## src/logic/xcvr_test_pkg.sv

```systemverilog
/*
 * Shared constants, types and helper functions of the transceiver
 * channel test and latency-control logic.
 * Assumes one parallel clock and 10-bit parallel words on the line side.
 */
package xcvr_test_pkg;

    // ------------------------------------------------------------------
    // Widths and counts
    // ------------------------------------------------------------------
    localparam int        WORD_W     = 10;
    localparam int        SLIP_W     = 5;
    localparam int        SELF_W     = 16;
    localparam int        SLIP_POS   = 10;
    localparam int        BUF_DEPTH  = 2;
    localparam logic [4:0] SLIP_MAX  = 5'h09;
    localparam logic [4:0] SLIP_ZERO = 5'h00;
    localparam logic [7:0] PAT_FIRST = 8'h00;
    localparam logic [7:0] PAT_LAST  = 8'hff;
    localparam logic [9:0] HF_WORD   = 10'h2aa;
    localparam logic [9:0] LF_WORD   = 10'h3e0;
    localparam logic [9:0] IDLE_WORD = 10'h000;

    // ------------------------------------------------------------------
    // Modes
    // ------------------------------------------------------------------
    typedef enum logic [2:0] {fm_basic, fm_pipe, fm_xaui, fm_sdi, fm_detlat} func_mode_t;
    typedef enum logic [2:0] {lb_none, lb_rev_par, lb_serial, lb_rev_ser_pre,
                              lb_rev_ser_post} loop_t;
    typedef enum logic [1:0] {st_off, st_incr, st_high, st_low} selftest_t;

    // Window of ten bits out of the current and previous word, n bits late
    function automatic logic [9:0] slip_window(input logic [9:0] cur,
                                               input logic [9:0] prev,
                                               input logic [4:0] n);
        logic [19:0] c;
        c = {cur, prev} >> (5'h0a - n);
        return c[9:0];
    endfunction

    // Whether a loopback path exists in the given functional mode
    function automatic logic loop_legal(input loop_t l, input func_mode_t m);
        logic ok;
        ok = 1'b1;
        if (l == lb_rev_par && m != fm_pipe) ok = 1'b0;
        if (l == lb_serial && m == fm_pipe) ok = 1'b0;
        if ((l == lb_rev_ser_pre || l == lb_rev_ser_post) && m == fm_xaui) ok = 1'b0;
        return ok;
    endfunction

endpackage

```

## src/logic/word_stream_if.sv

```systemverilog
/*
 * Valid/ready word stream between the channel core and its buffer.
 * Assumes both ends share the parallel clock.
 */
`timescale 1ns/1ps
`default_nettype none
interface word_stream_if;
    logic [9:0] data;
    logic       valid;
    logic       ready;
    modport source (output data, output valid, input ready);
    modport sink   (input data, input valid, output ready);
endinterface
`default_nettype wire

```

## src/logic/word_buffer2.sv

```systemverilog
/*
 * Two-entry word buffer with valid and ready on both sides.
 * Assumes a synchronous active-high reset on the parallel clock.
 */
`timescale 1ns/1ps
`default_nettype none
module word_buffer2 (
    input  wire logic      clk_in,
    input  wire logic      reset_in,
    word_stream_if.sink    up,
    word_stream_if.source  dn
);
    import xcvr_test_pkg::*;

    typedef struct packed {
        logic [9:0] e0;
        logic [9:0] e1;
        logic [1:0] cnt;
        logic       in_ready;
    } buf_state_t;

    buf_state_t s_q;
    buf_state_t s_d;
    logic       push;
    logic       pop;

    // ------------------------------------------------------------------
    // Handshake
    // ------------------------------------------------------------------
    // Ready is a flop so a full buffer never accepts a third word
    assign up.ready = s_q.in_ready;
    assign dn.valid = (s_q.cnt != 2'h0);
    assign dn.data  = s_q.e0;
    assign push     = up.valid & s_q.in_ready;
    assign pop      = dn.valid & dn.ready;

    // Shift on pop, then write behind the oldest word
    always_comb begin
        logic [1:0] idx;
        idx = 2'h0;
        s_d = s_q;
        if (pop) begin
            s_d.e0 = s_q.e1;
        end
        idx = s_q.cnt - {1'b0, pop};
        if (push) begin
            if (idx == 2'h0) begin
                s_d.e0 = up.data;
            end else begin
                s_d.e1 = up.data;
            end
        end
        s_d.cnt      = s_q.cnt + {1'b0, push} - {1'b0, pop};
        s_d.in_ready = (s_d.cnt != 2'(BUF_DEPTH));
    end

    always_ff @(posedge clk_in) begin
        if (reset_in) begin
            s_q <= '0;
        end else begin
            s_q <= s_d;
        end
    end

endmodule
`default_nettype wire

```

## src/logic/xcvr_loopback_selftest_slip.sv

```systemverilog
/*
 * Channel test and latency control: transmit bit slip, receive word
 * aligner slip report, loopback path selection and the incremental
 * self-test generator and verifier.
 * Assumes all inputs are synchronous to clk_in and that the line side
 * exchanges one 10-bit word per cycle when tx_line_ready_in is high.
 */
`timescale 1ns/1ps
`default_nettype none
// Operation
// - Transmit delayed by slip count, zero to nine
// - Report receive bits slipped as 5-bit value
// - SDI mode is plain serdes only
// - Each held slip pulse rise shifts one bit
// - Reverse parallel loop only in PIPE mode
// - Serial loop feeds transmit into receiver
// - Serial loop still drives serial output
// - Reverse serial not in XAUI; transmit buffer only
// - Reverse serial has pre- and post-CDR variants
// - Pattern generators only in Basic mode
// - High and low frequency patterns, no verifier
// - Sixteen-bit incremental pattern looped inside PCS
// - Incremental pattern hidden from receive fabric
// - Error flag sticky until receive reset
// - Done flag on full cycle or error
// - PCS resets clear generator and verifier
module xcvr_loopback_selftest_slip (
    input  wire logic                      clk_in,
    input  wire logic                      reset_in,
    input  wire xcvr_test_pkg::func_mode_t mode_in,
    input  wire xcvr_test_pkg::loop_t      loop_sel_in,
    input  wire xcvr_test_pkg::selftest_t  selftest_in,
    input  wire logic                      tx_pcs_reset_in,
    input  wire logic                      rx_pcs_reset_in,
    input  wire logic [9:0]                tx_data_in,
    input  wire logic                      tx_valid_in,
    output logic                           tx_ready_out,
    input  wire logic                      tx_line_ready_in,
    input  wire logic [4:0]                tx_slip_in,
    output logic [9:0]                     tx_line_out,
    input  wire logic [9:0]                rx_line_in,
    input  wire logic                      bitslip_mode_in,
    input  wire logic                      rx_slip_in,
    input  wire logic [9:0]                align_pattern_in,
    output logic                           rx_sync_out,
    output logic [4:0]                     rx_slip_out,
    output logic [9:0]                     rx_data_out,
    output logic                           rx_valid_out,
    input  wire logic                      selftest_inject_in,
    output logic                           selftest_done_out,
    output logic                           selftest_err_out,
    output xcvr_test_pkg::loop_t           loop_active_out,
    output logic                           rx_buf_off_out,
    output logic                           tx_pcs_off_out
);
    import xcvr_test_pkg::*;

    // ------------------------------------------------------------------
    // State
    // ------------------------------------------------------------------
    typedef struct packed {
        func_mode_t  mode;
        loop_t       loop;
        selftest_t   st;
        logic [4:0]  tx_slip;
        logic [9:0]  tx_cur;
        logic [9:0]  tx_prev;
        logic [9:0]  tx_line;
        logic [9:0]  rx_cur;
        logic [9:0]  rx_prev;
        logic [9:0]  rx_retime;
        logic [9:0]  rx_data;
        logic        rx_valid;
        logic [4:0]  rx_slip;
        logic        rx_sync;
        logic        sp1;
        logic        sp2;
        logic [7:0]  gen;
        logic [15:0] lb_word;
        logic        lb_vld;
        logic        v_lock;
        logic [7:0]  v_exp;
        logic [7:0]  v_cnt;
        logic        done;
        logic        err;
        logic        rx_buf_off;
        logic        tx_pcs_off;
    } core_state_t;

    core_state_t   s_q;
    core_state_t   s_d;
    logic [9:0]    hit;
    logic [9:0]    aligned;
    logic          slip_fire;
    logic          fab_sel;

    word_stream_if up_if ();
    word_stream_if dn_if ();

    // ------------------------------------------------------------------
    // Fabric transmit buffer
    // ------------------------------------------------------------------
    // Buffer absorbs fabric words while a loopback or pattern owns the
    // serializer, so a stall there loses nothing
    assign up_if.data  = tx_data_in;
    assign up_if.valid = tx_valid_in;
    assign fab_sel     = (s_q.loop == lb_none || s_q.loop == lb_serial) && s_q.st == st_off;
    assign dn_if.ready = tx_line_ready_in & fab_sel;

    word_buffer2 u_txbuf (
        .clk_in   (clk_in),
        .reset_in (reset_in),
        .up       (up_if.sink),
        .dn       (dn_if.source)
    );

    // ------------------------------------------------------------------
    // Word aligner helpers
    // ------------------------------------------------------------------
    // One comparator per candidate boundary for pattern alignment
    genvar k;
    generate
        for (k = 0; k < SLIP_POS; k++) begin : g_hit
            assign hit[k] = (slip_window(s_q.rx_cur, s_q.rx_prev, 5'(k)) == align_pattern_in);
        end
    endgenerate

    assign aligned   = slip_window(s_q.rx_cur, s_q.rx_prev, s_q.rx_slip);
    // Rise counts only after the pulse has been high for two cycles
    assign slip_fire = rx_slip_in & s_q.sp1 & ~s_q.sp2;

    // ------------------------------------------------------------------
    // Next state
    // ------------------------------------------------------------------
    always_comb begin
        logic [4:0] first;
        logic [9:0] tx_next;
        logic [9:0] ser_in;
        first   = SLIP_ZERO;
        tx_next = IDLE_WORD;
        ser_in  = IDLE_WORD;
        s_d     = s_q;

        // Configuration capture; one enum value means one path at most
        s_d.mode = mode_in;
        s_d.st   = (mode_in == fm_basic) ? selftest_in : st_off;
        s_d.loop = loop_legal(loop_sel_in, mode_in) ? loop_sel_in : lb_none;
        s_d.tx_slip = (tx_slip_in > SLIP_MAX) ? SLIP_MAX : tx_slip_in;
        s_d.rx_buf_off = (s_d.loop == lb_serial);
        s_d.tx_pcs_off = (s_d.loop == lb_rev_ser_pre || s_d.loop == lb_rev_ser_post);

        // Receive input: serial loop taps the transmitter's own word
        ser_in = (s_q.loop == lb_serial) ? s_q.tx_line : rx_line_in;
        s_d.rx_prev   = s_q.rx_cur;
        s_d.rx_cur    = ser_in;
        s_d.rx_retime = rx_line_in;

        // Slip pulse history
        s_d.sp1 = rx_slip_in;
        s_d.sp2 = s_q.sp1;

        // Lowest matching boundary wins when several match
        for (int i = SLIP_POS - 1; i >= 0; i--) begin
            if (hit[i]) begin
                first = 5'(i);
            end
        end

        // SDI leaves the aligner idle: plain serdes only
        if (s_q.mode != fm_sdi) begin
            if (bitslip_mode_in) begin
                if (slip_fire) begin
                    s_d.rx_slip = (s_q.rx_slip == SLIP_MAX) ? SLIP_ZERO : s_q.rx_slip + 5'h01;
                end
            end else if (!s_q.rx_sync && (|hit)) begin
                s_d.rx_slip = first;
                s_d.rx_sync = 1'b1;
            end
        end

        // Fabric sees received data in every loopback path except while the incremental self-test runs
        s_d.rx_data  = aligned;
        s_d.rx_valid = (s_d.st != st_incr);

        // Serializer source
        case (s_q.st)
            st_high: tx_next = HF_WORD;
            st_low:  tx_next = LF_WORD;
            st_incr: tx_next = {2'b00, s_q.gen};
            default: tx_next = dn_if.valid ? dn_if.data : IDLE_WORD;
        endcase
        if (s_q.loop == lb_rev_par) begin
            tx_next = aligned;
        end
        if (tx_line_ready_in) begin
            s_d.tx_prev = s_q.tx_cur;
            s_d.tx_cur  = tx_next;
        end

        // Line output: reverse serial bypasses the transmit PCS
        case (s_q.loop)
            lb_rev_ser_pre:  s_d.tx_line = rx_line_in;
            lb_rev_ser_post: s_d.tx_line = s_q.rx_retime;
            default:         s_d.tx_line = slip_window(s_q.tx_cur, s_q.tx_prev, s_q.tx_slip);
        endcase

        // Incremental generator, looped back in parallel inside the PCS
        s_d.lb_vld = (s_q.st == st_incr);
        if (s_q.st == st_incr) begin
            s_d.gen     = s_q.gen + 8'h01;
            s_d.lb_word = {s_q.gen, s_q.gen} ^ {15'h0000, selftest_inject_in};
        end

        // Verifier: first word locks, each later word must be one more
        if (s_q.lb_vld && !s_q.done) begin
            if (!s_q.v_lock) begin
                s_d.v_lock = 1'b1;
                s_d.v_exp  = s_q.lb_word[7:0] + 8'h01;
                s_d.v_cnt  = PAT_FIRST;
            end else if (s_q.lb_word != {s_q.v_exp, s_q.v_exp}) begin
                s_d.err  = 1'b1;
                s_d.done = 1'b1;
            end else begin
                s_d.v_exp = s_q.v_exp + 8'h01;
                s_d.v_cnt = s_q.v_cnt + 8'h01;
                if (s_q.v_cnt == PAT_LAST - 8'h01) begin
                    s_d.done = 1'b1;
                end
            end
        end

        // PCS resets clear their own halves
        if (tx_pcs_reset_in) begin
            s_d.gen     = PAT_FIRST;
            s_d.lb_vld  = 1'b0;
            s_d.tx_cur  = IDLE_WORD;
            s_d.tx_prev = IDLE_WORD;
        end
        if (rx_pcs_reset_in) begin
            s_d.v_lock  = 1'b0;
            s_d.v_exp   = PAT_FIRST;
            s_d.v_cnt   = PAT_FIRST;
            s_d.done    = 1'b0;
            s_d.err     = 1'b0;
            s_d.rx_slip = SLIP_ZERO;
            s_d.rx_sync = 1'b0;
        end
    end

    // ------------------------------------------------------------------
    // Registers
    // ------------------------------------------------------------------
    always_ff @(posedge clk_in) begin
        if (reset_in) begin
            s_q <= '0;
        end else begin
            s_q <= s_d;
        end
    end

    // Outputs are plain state fields
    assign tx_ready_out      = up_if.ready;
    assign tx_line_out       = s_q.tx_line;
    assign rx_sync_out       = s_q.rx_sync;
    assign rx_slip_out       = s_q.rx_slip;
    assign rx_data_out       = s_q.rx_data;
    assign rx_valid_out      = s_q.rx_valid;
    assign selftest_done_out = s_q.done;
    assign selftest_err_out  = s_q.err;
    assign loop_active_out   = s_q.loop;
    assign rx_buf_off_out    = s_q.rx_buf_off;
    assign tx_pcs_off_out    = s_q.tx_pcs_off;
endmodule
`default_nettype wire

```

## config.mk

```make
export PLATFORM = sky130hd
export DESIGN_NAME = xcvr_loopback_selftest_slip
export DESIGN_NICKNAME = d
export VERILOG_FILES = /design/src/logic/xcvr_test_pkg.sv /design/src/logic/word_stream_if.sv /design/src/logic/word_buffer2.sv /design/src/logic/xcvr_loopback_selftest_slip.sv
export SDC_FILE = /design/constraint.sdc
export NUM_CORES = 1
export LEC_CHECK = 0
export BUFFER_PORTS_ARGS = -buffer_cell sky130_fd_sc_hd__buf_2
export CAP_MARGIN = 20
export CORE_MARGIN = 2
export CORE_UTILIZATION = 50
export CTS_BUF_LIST = sky130_fd_sc_hd__clkbuf_16
export CTS_CLUSTER_DIAMETER = 30
export DETAILED_ROUTE_END_ITERATION = 8
export PLACE_DENSITY = 0.69
export SLEW_MARGIN = 20
export SYNTH_ARGS = -nofsm -noshare
export SYNTH_HDL_FRONTEND = slang
export SYNTH_SLANG_ARGS = --single-unit
export TNS_END_PERCENT = 10
```

## constraint.sdc

```tcl
create_clock -name clk_in -period 7.5 [get_ports clk_in]
set_clock_uncertainty 0.1 [all_clocks]
set_input_delay 0.375 -clock clk_in [delete_from_list [all_inputs] [get_ports clk_in]]
set_output_delay 0.375 -clock clk_in [all_outputs]
set_load 0.05 [all_outputs]
```

* After elaboration in Yosys (flattened, before gate mapping)
Cells that the tools add are included.
** Cells by class
- $add $sub $neg :: 10
- Magnitude comparators :: 1
- Eq/ne operators :: 35
- Shift operators :: 2
- Multiplexer cells :: 33
- Bitwise gates (word level) :: 9
- Reductions and logical operators :: 28
** Operators by type and width (count)
- $eq A10 B10 Y1 :: 10
- $mux W10 :: 6
- $shr A20 B5 Y10 :: 2
- $add A8 B1 Y8 const B :: 4
- $mux W16 :: 2
- $mux W4 :: 8
- $mux W5 :: 6
- $pmux W10 S3 :: 1
- $eq A3 B2 Y1 const B :: 7
- $mux W20 :: 1
- $pmux W10 S2 :: 1
- $ne A16 B16 Y1 :: 1
- $xor A16 B1 Y16 :: 1
- $reduce_and A3 Y1 :: 4
- $reduce_or A10 Y1 :: 1
- $sub A4 B5 Y5 const A :: 2
- $eq A3 B1 Y1 const B :: 3
- $eq A3 B3 Y1 const B :: 3
- $eq A8 B8 Y1 const B :: 1
- $logic_and A1 B1 Y1 :: 6
- $logic_not A3 Y1 :: 2
- $mux W6 :: 1
- $reduce_bool A2 Y1 :: 3
- $reduce_or A2 Y1 :: 3
- 20 further kinds :: 39
** Word-level totals
- Register bits after elaboration :: 161
- Output and inout port bits :: 35
- Logic and storage cells :: 149

* Longest topological paths before layout
Gate-level depths: netlist (run 1).
- Word-level depth :: 13
- Mapped depth :: 11
- Gate-level depth less buffers :: 10

* Modules after synthesis
A second synthesis (run 1) with hierarchy kept.
** Unflattened totals
- Cells, all modules :: 1110
- Area, all modules :: 9551.7 um^2
** Modules (own cells, without submodules)
- xcvr_loopback_selftest_slip :: times used 1, cells an instance 995, area an instance 8454.4 um^2
- word_buffer2 :: times used 1, cells an instance 115, area an instance 1097.3 um^2

* Least setup slack after synthesis (run 1)
OpenSTA, ideal clock, no wires.
- Kind :: input to register
- Start point :: in tx_line_ready_in
- End point :: reg u_txbuf.s_q[10] (netlist name)
- Data arrival time :: 2.447 ns
- Data required time :: 7.272 ns
- Slack :: 4.825 ns
- Stages :: 11
- Buffers on the path :: 2
- Path through :: inv_1 -> nor4_1 -> nand2_1 -> inv_1 -> buf_2 -> ha_1 -> xnor2_1 -> a21boi_0 -> buf_1 -> mux2i_1 -> nor2_1
** Between the ends
- Word-level cells in the longest chain between the ends :: 6
** RTL lines
- start: declaration :: line xcvr_loopback_selftest_slip.sv:38 : input wire logic tx_line_ready_in,
- $and A1 B1 Y1 :: line xcvr_loopback_selftest_slip.sv:108 : assign dn_if.ready = tx_line_ready_in & fab_sel;
- $and A1 B1 Y1 :: line word_buffer2.sv:35 : assign pop = dn.valid & dn.ready;
- $sub A2 B1 Y2 :: line word_buffer2.sv:45 : idx = s_q.cnt - {1'b0, pop};
- $logic_not A2 Y1 :: line word_buffer2.sv:47 : if (idx == 2'h0) begin
- $not A1 Y1 (no source line)
- $reduce_and A2 Y1 (no source line)
- end signal: assignment :: line word_buffer2.sv:59 : s_q <= '0;
- end signal: assignment :: line word_buffer2.sv:61 : s_q <= s_d;
- end: declaration :: line word_buffer2.sv:22 : buf_state_t s_q;
Every way passes these cells.
A chain may end at the register's enable or synchronous reset.

* Final worst setup path (run 1)
- Start point :: in tx_line_ready_in
- End point :: reg u_txbuf.s_q (netlist bit u_txbuf.dn.data[2])
** Between the ends
- Word-level cells in the longest chain between the ends :: 6
- Elaborated cells between the ends (all ways) :: 7
** RTL lines
- $and A1 B1 Y1 * :: line xcvr_loopback_selftest_slip.sv:108
- $and A1 B1 Y1 * :: line word_buffer2.sv:35
- $sub A2 B1 Y2 :: line word_buffer2.sv:45
- $logic_not A2 Y1 :: line word_buffer2.sv:47
- $mux W10 :: line word_buffer2.sv:47
- $mux W20 * :: line word_buffer2.sv:46 : if (push) begin
Mark *: on every way between the ends. The rest lies on a longest branch, timed or not.

==> results.json, run 1 <==
{
  "floorplan.die.height_um": 142,
  "tritoncts": "done",
  "synth.area.top_cells": "sky130_fd_sc_hd__dfxtp_1, sky130_fd_sc_hd__xor2_1, sky130_fd_sc_hd__mux2i_1",
  "clkSlewWorstSetupHoldPaths_ns": 0.06,
  "setup.worst_path.class": "in -> reg",
  "ys_ff_latch": 154,
  "total_switching_power_w": 0.000655,
  "n_antenna_cell": 0,
  "grt_pass1_vias": 7197,
  "critPathLaunchType": "input pin",
  "cell_chain_critical_path": "buf_2, inv_1, nor4_1, nand2_1, inv_1, ha_1, xnor2_1, nand3_1, nor2_1, a311oi_1",
  "leakage_nw": 4.11,
  "cp_max_fo": 21,
  "hpwl_um": 15700,
  "grt.overflow.total": 0,
  "cts-root-to-sink-buffers": 2,
  "areaGrowthSynthToFinish_pct": 7.27,
  "layout_min_cycle_time_ns": 3.61,
  "min-delay-start": "tx_slip_in[1]",
  "initial_core_util_pct": 50.9,
  "global_route_wire_length_before_repair_um": 37100,
  "drtIter0Drc": 547,
  "floorplan.rows": 50,
  "path_buf_inv": 3,
  "critical-path-slowest-cell": "sky130_fd_sc_hd__nor4_1",
  "maxSlewHeadroom_pct": 28.0,
  "proportion_of_synthesized_flip_flops_having_asynchronous_set_or_reset_pct": 0,
  "power_frac_clock_pct": 38.9,
  "fmax_mhz": 277,
  "finalNetCount": 1175,
  "synth-warning-count": 0,
  "worst_path_most_repeated_cell": "sky130_fd_sc_hd__inv_1",
  "timing.critical_path.max_delay_family": "simple AND/OR/NAND/NOR gates",
  "floorplan.core_area_um2": 18600,
  "totalWireLength_um": 22700,
  "power_switching_share_pct": 30.1,
  "fp.dieArea_um2": 20100,
  "synth-seq-area-share_pct": 32.5,
  "tritoncts_num_sinks": 154,
  "synth_top_cell_by_area": "sky130_fd_sc_hd__dfxtp_1",
  "critical_path.reg2reg.startpoint": "s_q[131]",
  "final_cells": 1360,
  "timing.hold.worst.class": "in -> reg",
  "number_of_enable_flip_flop_cells_after_synthesis": 0,
  "die_x_um": 142,
  "timing.final.hold_violations": 0,
  "power_frac_comb_pct": 18.2,
  "yosysMostFrequentCell": "sky130_fd_sc_hd__dfxtp_1",
  "drv_slew": 0,
  "tns_ns": 0,
  "power.share.sequential_pct": 43.0,
  "syn_inst": 1115,
  "drc": 0,
  "beginning_of_the_critical_path": "tx_line_ready_in",
  "synthTopCellsByCount": "sky130_fd_sc_hd__dfxtp_1, sky130_fd_sc_hd__nand2_1, sky130_fd_sc_hd__nor2_1, sky130_fd_sc_hd__xor2_1, sky130_fd_sc_hd__a21oi_1",
  "final_min_period_over_clock_period_pct": 48.2,
  "crit_path_max_incr_delay_ns": 0.59,
  "cts_inserted_buffers": 17,
  "drt-vias-per-instance": 5.75,
  "routed-via-count": 7823,
  "synthFlopType": "sky130_fd_sc_hd__dfxtp_1",
  "worst_skew_pair.late_latency_ns": 0.43,
  "power_per_cell_area_nw_per_um2": 214,
  "post_cts_hold_buffer_count": 0,
  "ant_nets": 0,
  "dp.cells": 1328,
  "synth.top_cell.area_share_pct": 32.5,
  "post_drt_wl_per_cell_um": 16.7,
  "arrival_ns": 3.78,
  "drv_cap": 0,
  "cts_repair_resize_count": 0,
  "grt_antenna_before_repair": 0,
  "setup_repair_after_global_routing_missed_its_margin": "no",
  "netlist-cell-type-count": 66,
  "grt_max_degree": 54,
  "status": "finished clean",
  "post_cts_buffers": 0,
  "regArea_um2": 3080,
  "report.final.setup_viol": 0,
  "port_buffers": 86,
  "firstDrtPassIters": 5,
  "filler_cell_count": 1742,
  "cp.required_ns": 7.67,
  "grtUsageTotal_pct": 23.1,
  "end_kind": "register",
  "final_layout_size_suffix_gt1_share_pct": 14.4,
  "cts.root.buffer_cell": "sky130_fd_sc_hd__clkbuf_16",
  "multi_input_area_um2": 5700,
  "netlist_area_um2": 9480,
  "place_congestion": 0.856,
  "syn_nets": 1177,
  "htree_num_levels": 4,
  "vdd.ir_drop.worst_v": 0.000164,
  "ios": 87,
  "cell_internal_pwr_w": 0.00152,
  "post_synth.cell_area_avg_um2": 8.50,
  "timing_worst_slew_pin_value_ns": 1.08
}
-- per-layer routing --
metal | up-vias | part of all wire, % | track usage [%]
li1 | 3838 | - | -
met1 | 3724 | 47 | 31.3
met2 | 227 | 46 | 37.0
met3 | 34 | 4.7 | 4.22
met4 | 0 | 2.2 | 8.37
met5 | - | 0 | 0
-- per-stage QoR --
stage	total power [W]	hold slack (ns)	setup WS, ns	area (um2)	utilization [%]
floorplan	0.00126	0.332	4.83	9480	-
global placement	0.00133	0.346	3.46	9590	51.4
detailed placement	0.00134	0.348	3.35	9590	51.4
CTS	0.00218	0.0462	3.75	10200	54.5
global route	0.00227	0.0498	3.63	10200	54.6
finish	0.00217	0.0499	3.89	10200	54.6
-- kinds of logic (layout without fill, tap and decap cells) --
group / count (synthesis) / after routing / share of synthesized area, %
simple gates: 418 / 418 / 20.6
flops: 154 / 154 / 32.5
mux: 92 / 92 / 13.1
other cells: 1 / 1 / 0.0396
fa+ha+maj: 10 / 10 / 1.32
buf+inv: 125 / 136 / 7.44
compound gates: 177 / 177 / 12.0
xor+xnor: 138 / 138 / 13.0
-- final cells by class --
class / instances / area share (%)
repair buffers: 91 / 4.63
flip-flops and latches: 154 / 30.3
multi-input cells: 836 / 56.1
inverters: 13 / 0.480
well taps: 234 / 2.88
clock buffers: 17 / 4.18
clock inverters: 15 / 1.44
-- power by group through the flow --
| stage | clock [W] | combinational, W | sequential [W] |
|---|---|---|---|
| 2_1_floorplan | 0 | 0.000330 | 0.000926 |
| 3_3_place_gp | 0 | 0.000379 | 0.000949 |
| 3_5_place_dp | 0 | 0.000387 | 0.000949 |
| 4_1_cts | 0.000856 | 0.000391 | 0.000931 |
| 5_1_grt | 0.000897 | 0.000434 | 0.000938 |
| 6_report | 0.000845 | 0.000395 | 0.000933 |
-- final timing paths --
kind | cells past startpoint | endpoint | slack (ns)
setup / recovery | 10 | u_txbuf.dn.data[2] | 3.89
hold / removal | 2 | s_q[126] | 0.05
setup reg to reg | 8 | u_txbuf.dn.data[2] | 4.14
hold reg to reg | 2 | s_d[78] | 0.36
-- flip-flops by register name, indices dropped and copies added, names as in the netlist --
signal / flops
rx_data_out: 10
selftest_done_out: 1
tx_line_out: 10
s_d: 11
s_q: 86
u_txbuf.s_q: 12
rx_sync_out: 1
rx_slip_out: 5
u_txbuf.dn.data: 10
rx_buf_off_out: 1
tx_pcs_off_out: 1
selftest_err_out: 1
loop_active_out: 3
u_txbuf.up.ready: 1
rx_valid_out: 1
-- cell usage in the layout (no fill, tap or decap), drive strengths merged, types with 15 or more instances in the layout --
cell type / instances
dfxtp: 154
nand2: 132
nor2: 122
xor2: 102
buf: 91
a21oi: 69
mux2i: 63
xnor2: 36
nor2b: 35
nand3: 28
nor4: 27
o21ai: 27
mux4: 24
clkbuf: 17
inv: 17
nor3: 16
nand4: 15
Note: power is estimated with default switching activity, not from simulation.
==> run 2, diff against run 1 <==
==> constraint.sdc (replaced) <==
create_clock -name clk_in -period 3.44 [get_ports clk_in]
set_clock_uncertainty 0.1 [all_clocks]
set_input_delay 0.172 -clock clk_in [delete_from_list [all_inputs] [get_ports clk_in]]
set_output_delay 0.172 -clock clk_in [all_outputs]
set_load 0.05 [all_outputs]
==> run 2 against run 1 <==
Effect of this change: combinational power increased by 130%; sequential cell count unchanged; setup slack got worse by 3.2 ns; routed wire length increased by 4.5%.
==> results.json, run 2 (synthesis results as in run 1) <==
{
  "status": "finished clean",
  "layout_min_cycle_time_ns": 2.79,
  "min-delay-start": "rx_pcs_reset_in",
  "ant_nets": 0,
  "critPathLaunchType": "register",
  "path_buf_inv": 1,
  "ios": 87,
  "grt_max_degree": 55,
  "tns_ns": 0,
  "cts.root.buffer_cell": "sky130_fd_sc_hd__clkbuf_16",
  "worstSetupPathDepth": 8,
  "fp.dieArea_um2": 20100,
  "cts-root-to-sink-buffers": 2,
  "areaGrowthSynthToFinish_pct": 13.0,
  "initial_core_util_pct": 50.9,
  "cp_max_fo": 20,
  "place_congestion": 0.859,
  "firstDrtPassIters": 8,
  "postLayoutSetupSlackWorst_ns": 0.645,
  "whs_path_depth": 3,
  "timing.final.hold_violations": 0,
  "setup.worst_path.class": "reg -> reg",
  "cts_inserted_buffers": 17,
  "drtIter0Drc": 559,
  "r2r-end": "u_txbuf.dn.data[0]",
  "worst-r2r-setup-slack_ns": 0.65,
  "global_route_wire_length_before_repair_um": 39100,
  "timing.critical_path.max_delay_family": "simple AND/OR/NAND/NOR gates",
  "setup_repair_after_global_routing_missed_its_margin": "no",
  "hpwl_um": 16000,
  "fmax_mhz": 358,
  "n_antenna_cell": 0,
  "flip_flop_count_of_the_largest_register_after_layout": 86,
  "drv_cap": 0,
  "largest-register": "s_q",
  "report.final.setup_viol": 0,
  "worst_skew_pair.late_latency_ns": 0.43,
  "timing.hold.worst.class": "in -> reg",
  "floorplan.die.height_um": 142,
  "die_x_um": 142,
  "critical-path-slowest-cell": "sky130_fd_sc_hd__nand3_1",
  "drt-vias-per-instance": 5.73,
  "arrival_ns": 2.97,
  "port_buffers": 86,
  "floorplan.rows": 50,
  "timing_worst_slew_pin_value_ns": 0.922,
  "commonest_cells_after_routing_fill_and_taps_aside": "sky130_fd_sc_hd__dfxtp_1, sky130_fd_sc_hd__nand2_1, sky130_fd_sc_hd__nor2_1, sky130_fd_sc_hd__xor2_1, sky130_fd_sc_hd__buf_2",
  "final_layout_size_suffix_gt1_share_pct": 14.7,
  "finalNetCount": 1230,
  "cp.required_ns": 3.61,
  "placement.setup.worst_slack_ns": 0.691,
  "whs_ns": 0.0240,
  "vdd.ir_drop.worst_v": 0.000442,
  "cell_chain_critical_path": "nor4_1, nand2_1, inv_1, ha_1, xnor2_1, nand3_1, nor2_1, a311oi_1",
  "post_cts_buffers": 0,
  "post_drt_wl_per_cell_um": 16.8,
  "critical_path.reg2reg.startpoint": "s_q[131]",
  "grt_pass1_vias": 7786,
  "tritoncts": "done",
  "layout_commonest_cell": "sky130_fd_sc_hd__dfxtp_1",
  "htree_num_levels": 4,
  "final_min_period_over_clock_period_pct": 81.2,
  "grt.overflow.total": 0,
  "clkSlewWorstSetupHoldPaths_ns": 0.07,
  "drv_slew": 0,
  "totalWireLength_um": 23800,
  "leakage_nw": 4.38,
  "floorplan.core_area_um2": 18600,
  "worst-r2r-cell-count": 8,
  "grt_antenna_before_repair": 0,
  "power_per_cell_area_nw_per_um2": 454,
  "min_to": "rx_slip_out[1]",
  "end_kind": "register",
  "tritoncts_num_sinks": 154,
  "routed-via-count": 8104,
  "crit_path_max_incr_delay_ns": 0.56,
  "drc": 0,
  "grtUsageTotal_pct": 24.2,
  "maxSlewHeadroom_pct": 38.4
}
[run 2: final cells by class]
class	count	area [um2]
clock buffer	17	425
clock inverter	14	173
fill	1674	7930
inverter	13	48.8
multi-input combinational	836	5690
sequential	154	3080
tap	234	293
timing repair buffer	146	1000
[run 2: worst max path at each step]
| stage | endpoint | start | slack (ns) |
|---|---|---|---|
| 2_1_floorplan | u_txbuf.s_q[10] | u_txbuf.s_q[2] | 0.92 |
| 5_1_grt | u_txbuf.dn.data[8] | s_q[130] | 0.23 |
| 6_report | u_txbuf.dn.data[0] | s_q[131] | 0.65 |
| 3_3_place_gp | u_txbuf.dn.data[6] | s_q[131] | 0.84 |
| 4_1_cts | u_txbuf.dn.data[5] | s_q[131] | 0.67 |
| 3_5_place_dp | u_txbuf.dn.data[5] | s_q[131] | 0.69 |
[run 2: power breakdown]
part | switching (W) | total, W | internal (W)
Clock | 0.000788 | 0.00193 | 0.00114
Sequential | 0.000124 | 0.00203 | 0.00191
Combinational | 0.000530 | 0.000904 | 0.000375
Total | 0.00144 | 0.00487 | 0.00343
[run 2: worst min-delay path, cell delays in order]
cell	delay, ns
sky130_fd_sc_hd__buf_2	0.08
sky130_fd_sc_hd__nor2_1	0.11
sky130_fd_sc_hd__o211a_1	0.14
[run 2: what timing repair did]
item | CTS | global route
hold buffers | 42 | 0
gates resized for setup | 0 | 0
hold endpoints to repair | 67 | 0
[run 2: layer usage]
layer  part of all wire, %  vias up  track usage (%)
met1                    45     3880             31.2
met3                   4.7       40             4.52
met5                     0        -                0
met2                    48      230             41.3
met4                   1.9        0             7.58
li1                      -     3954                -
[run 2: stage by stage]
stage | utilization, % | area (um2) | total power, W | instances
CTS | 57.5 | 10700 | 0.00489 | 1414
finish | 57.5 | 10700 | 0.00487 | 1414
global route | 57.5 | 10700 | 0.00509 | 1414
detailed placement | 52.0 | 9700 | 0.00293 | 1341
global placement | 52.0 | 9700 | 0.00292 | 1341
floorplan | - | 9480 | 0.00274 | 1115
==> run 3, diff against run 2 <==
--- a/config.mk
+++ b/config.mk
@@ -12,7 +12,7 @@
 export CTS_BUF_LIST = sky130_fd_sc_hd__clkbuf_16
 export CTS_CLUSTER_DIAMETER = 30
 export DETAILED_ROUTE_END_ITERATION = 8
-export PLACE_DENSITY = 0.69
+export PLACE_DENSITY = 0.72
 export SLEW_MARGIN = 20
 export SYNTH_ARGS = -nofsm -noshare
 export SYNTH_HDL_FRONTEND = slang
==> constraint.sdc (replaced) <==
create_clock -name clk_in -period 2.3 [get_ports clk_in]
set_clock_uncertainty 0.1 [all_clocks]
set_input_delay 0.115 -clock clk_in [delete_from_list [all_inputs] [get_ports clk_in]]
set_output_delay 0.115 -clock clk_in [all_outputs]
set_load 0.05 [all_outputs]
==> run 3 against run 2 <==
Effect of this change: the flow now finishes with violations (setup timing); setup slack got worse by 0.70 ns; combinational power rose by 80%; power rose by 53%; final cell count rose by 5.5%.
==> results.json, run 3 (synthesis results as in run 1) <==
{
  "drv_cap": 0,
  "whs_ns": 0.0275,
  "r2r-end": "s_q[120]",
  "initial_core_util_pct": 50.9,
  "cts_inserted_buffers": 17,
  "leakage_nw": 4.82,
  "cts.root.buffer_cell": "sky130_fd_sc_hd__clkbuf_16",
  "grt_max_degree": 42,
  "power_frac_comb_pct": 21.9,
  "commonest_cells_after_routing_fill_and_taps_aside": "sky130_fd_sc_hd__dfxtp_1, sky130_fd_sc_hd__nand2_1, sky130_fd_sc_hd__nor2_1, sky130_fd_sc_hd__xor2_1, sky130_fd_sc_hd__buf_2",
  "end_kind": "register",
  "status": "finished, violations left",
  "cts-root-to-sink-buffers": 2,
  "drv_slew": 0,
  "arrival_ns": 2.61,
  "grtUsageTotal_pct": 24.8,
  "setup_repair_after_global_routing_missed_its_margin": "yes",
  "totalWireLength_um": 25600,
  "setup.worst_path.class": "reg -> reg",
  "htree_num_levels": 4,
  "clkSlewWorstSetupHoldPaths_ns": 0.07,
  "n_antenna_cell": 0,
  "timing_worst_slew_pin_value_ns": 0.741,
  "port_buffers": 86,
  "power.share.sequential_pct": 40.4,
  "cp_max_fo": 9,
  "beginning_of_the_critical_path": "rx_slip_out[1]",
  "flip_flop_count_of_the_largest_register_after_layout": 86,
  "ios": 87,
  "firstDrtPassIters": 5,
  "layout_commonest_cell": "sky130_fd_sc_hd__dfxtp_1",
  "timing.hold.worst.class": "in -> reg",
  "final_min_period_over_clock_period_pct": 102,
  "areaGrowthSynthToFinish_pct": 24.6,
  "worst_skew_pair.late_latency_ns": 0.43,
  "drt-vias-per-instance": 5.76,
  "worst-r2r-cell-count": 10,
  "cell_internal_pwr_w": 0.00519,
  "timing.final.hold_violations": 0,
  "total_switching_power_w": 0.00226,
  "power_switching_share_pct": 30.3,
  "global_route_wire_length_before_repair_um": 40200,
  "tritoncts_num_sinks": 154,
  "drtIter0Drc": 787,
  "postLayoutSetupSlackWorst_ns": -0.0529,
  "final_layout_size_suffix_gt1_share_pct": 23.9,
  "endpoint": "s_q[120]",
  "grt.overflow.total": 0,
  "hpwl_um": 16800,
  "final_cells": 1492,
  "place_congestion": 0.885,
  "finalNetCount": 1308,
  "post_dp_cell_area_um2": 10300,
  "floorplan.core_area_um2": 18600,
  "critPathLaunchType": "register",
  "post_drt_wl_per_cell_um": 17.1,
  "grt_antenna_before_repair": 0,
  "floorplan.rows": 50,
  "cell_area_after_layout_um2": 11800,
  "fmax_mhz": 425,
  "failing_checks": "setup timing",
  "ant_nets": 0,
  "power_per_cell_area_nw_per_um2": 630,
  "worst-r2r-setup-slack_ns": -0.05,
  "layout_min_cycle_time_ns": 2.35,
  "floorplan.die.height_um": 142,
  "post-route-util_pct": 63.4,
  "critical_path.reg2reg.startpoint": "rx_slip_out[1]",
  "vdd.ir_drop.worst_v": 0.000526,
  "largest-register": "s_q",
  "tritoncts": "done",
  "report.final.setup_viol": 2,
  "fp.dieArea_um2": 20100,
  "power_frac_clock_pct": 37.7,
  "grt_pass1_vias": 8052,
  "cp.required_ns": 2.56,
  "routed-via-count": 8597,
  "whs_path_depth": 4,
  "die_x_um": 142,
  "drc": 0,
  "dp.cells": 1402,
  "maxSlewHeadroom_pct": 49.3
}
==> run 3: power groups by stage <==
stage	clock network (W)	registers [W]	logic, W
after detailed placement	0	0.00306	0.00144
after global placement	0	0.00305	0.00142
after CTS	0.00284	0.00300	0.00152
after global routing	0.00297	0.00303	0.00177
after floorplan	0	0.00302	0.00108
final	0.00281	0.00301	0.00163
==> run 3: routing by layer <==
metal  track usage [%]  part of all wire (%)
met4              7.89                   2.2
met1              32.7                    43
met2              41.4                    49
met3              4.32                   5.1
met5                 0                     0
==> run 3: per-stage QoR <==
| stage | setup slack, ns | total power, W | TNS, ns |
|---|---|---|---|
| floorplan | -0.0708 | 0.00410 | -0.167 |
| global placement | -0.0490 | 0.00447 | -0.178 |
| detailed placement | -0.121 | 0.00449 | -0.597 |
| CTS | -0.0163 | 0.00736 | -0.0329 |
| global route | -0.125 | 0.00776 | -0.773 |
| finish | -0.0529 | 0.00745 | -0.0813 |
==> run 3: layout make-up <==
class / count / area [um2]
fillers: 1550 / 6820
multi-input cells: 836 / 5970
flip-flops and latches: 154 / 3100
repair buffers: 224 / 1820
clock buffers: 17 / 425
well taps: 234 / 293
clock inverters: 14 / 160
inverters: 13 / 48.8
==> run 3: worst min-delay path by stage <==
stage                    startpoint          end  slack [ns]
global placement      tx_slip_in[1]     s_q[126]        0.23
global route        bitslip_mode_in  rx_sync_out        0.08
floorplan                mode_in[1]     s_q[131]        0.09
finish              bitslip_mode_in  rx_sync_out        0.03
CTS                 bitslip_mode_in  rx_sync_out        0.02
detailed placement    tx_slip_in[1]     s_q[126]        0.23
==> run 3: timing repair <==
action,in CTS,in global routing
endpoints found under the hold margin,72,0
hold buffers,49,0
resized for setup,13,59
cloned,0,5
setup buffers,0,5
endpoints found under the setup margin,18,30
pin swaps,0,17
==> run 3: critical path: stages, from the launching register on <==
cell,delay [ns]
sky130_fd_sc_hd__dfxtp_2,0.34
sky130_fd_sc_hd__inv_2,0.05
sky130_fd_sc_hd__ha_4,0.28
sky130_fd_sc_hd__clkbuf_16,0.18
sky130_fd_sc_hd__mux2i_4,0.18
sky130_fd_sc_hd__o22a_1,0.26
sky130_fd_sc_hd__o211ai_1,0.23
sky130_fd_sc_hd__nand3_2,0.18
sky130_fd_sc_hd__a21oi_2,0.21
sky130_fd_sc_hd__mux2i_1,0.13
sky130_fd_sc_hd__nor2_1,0.13
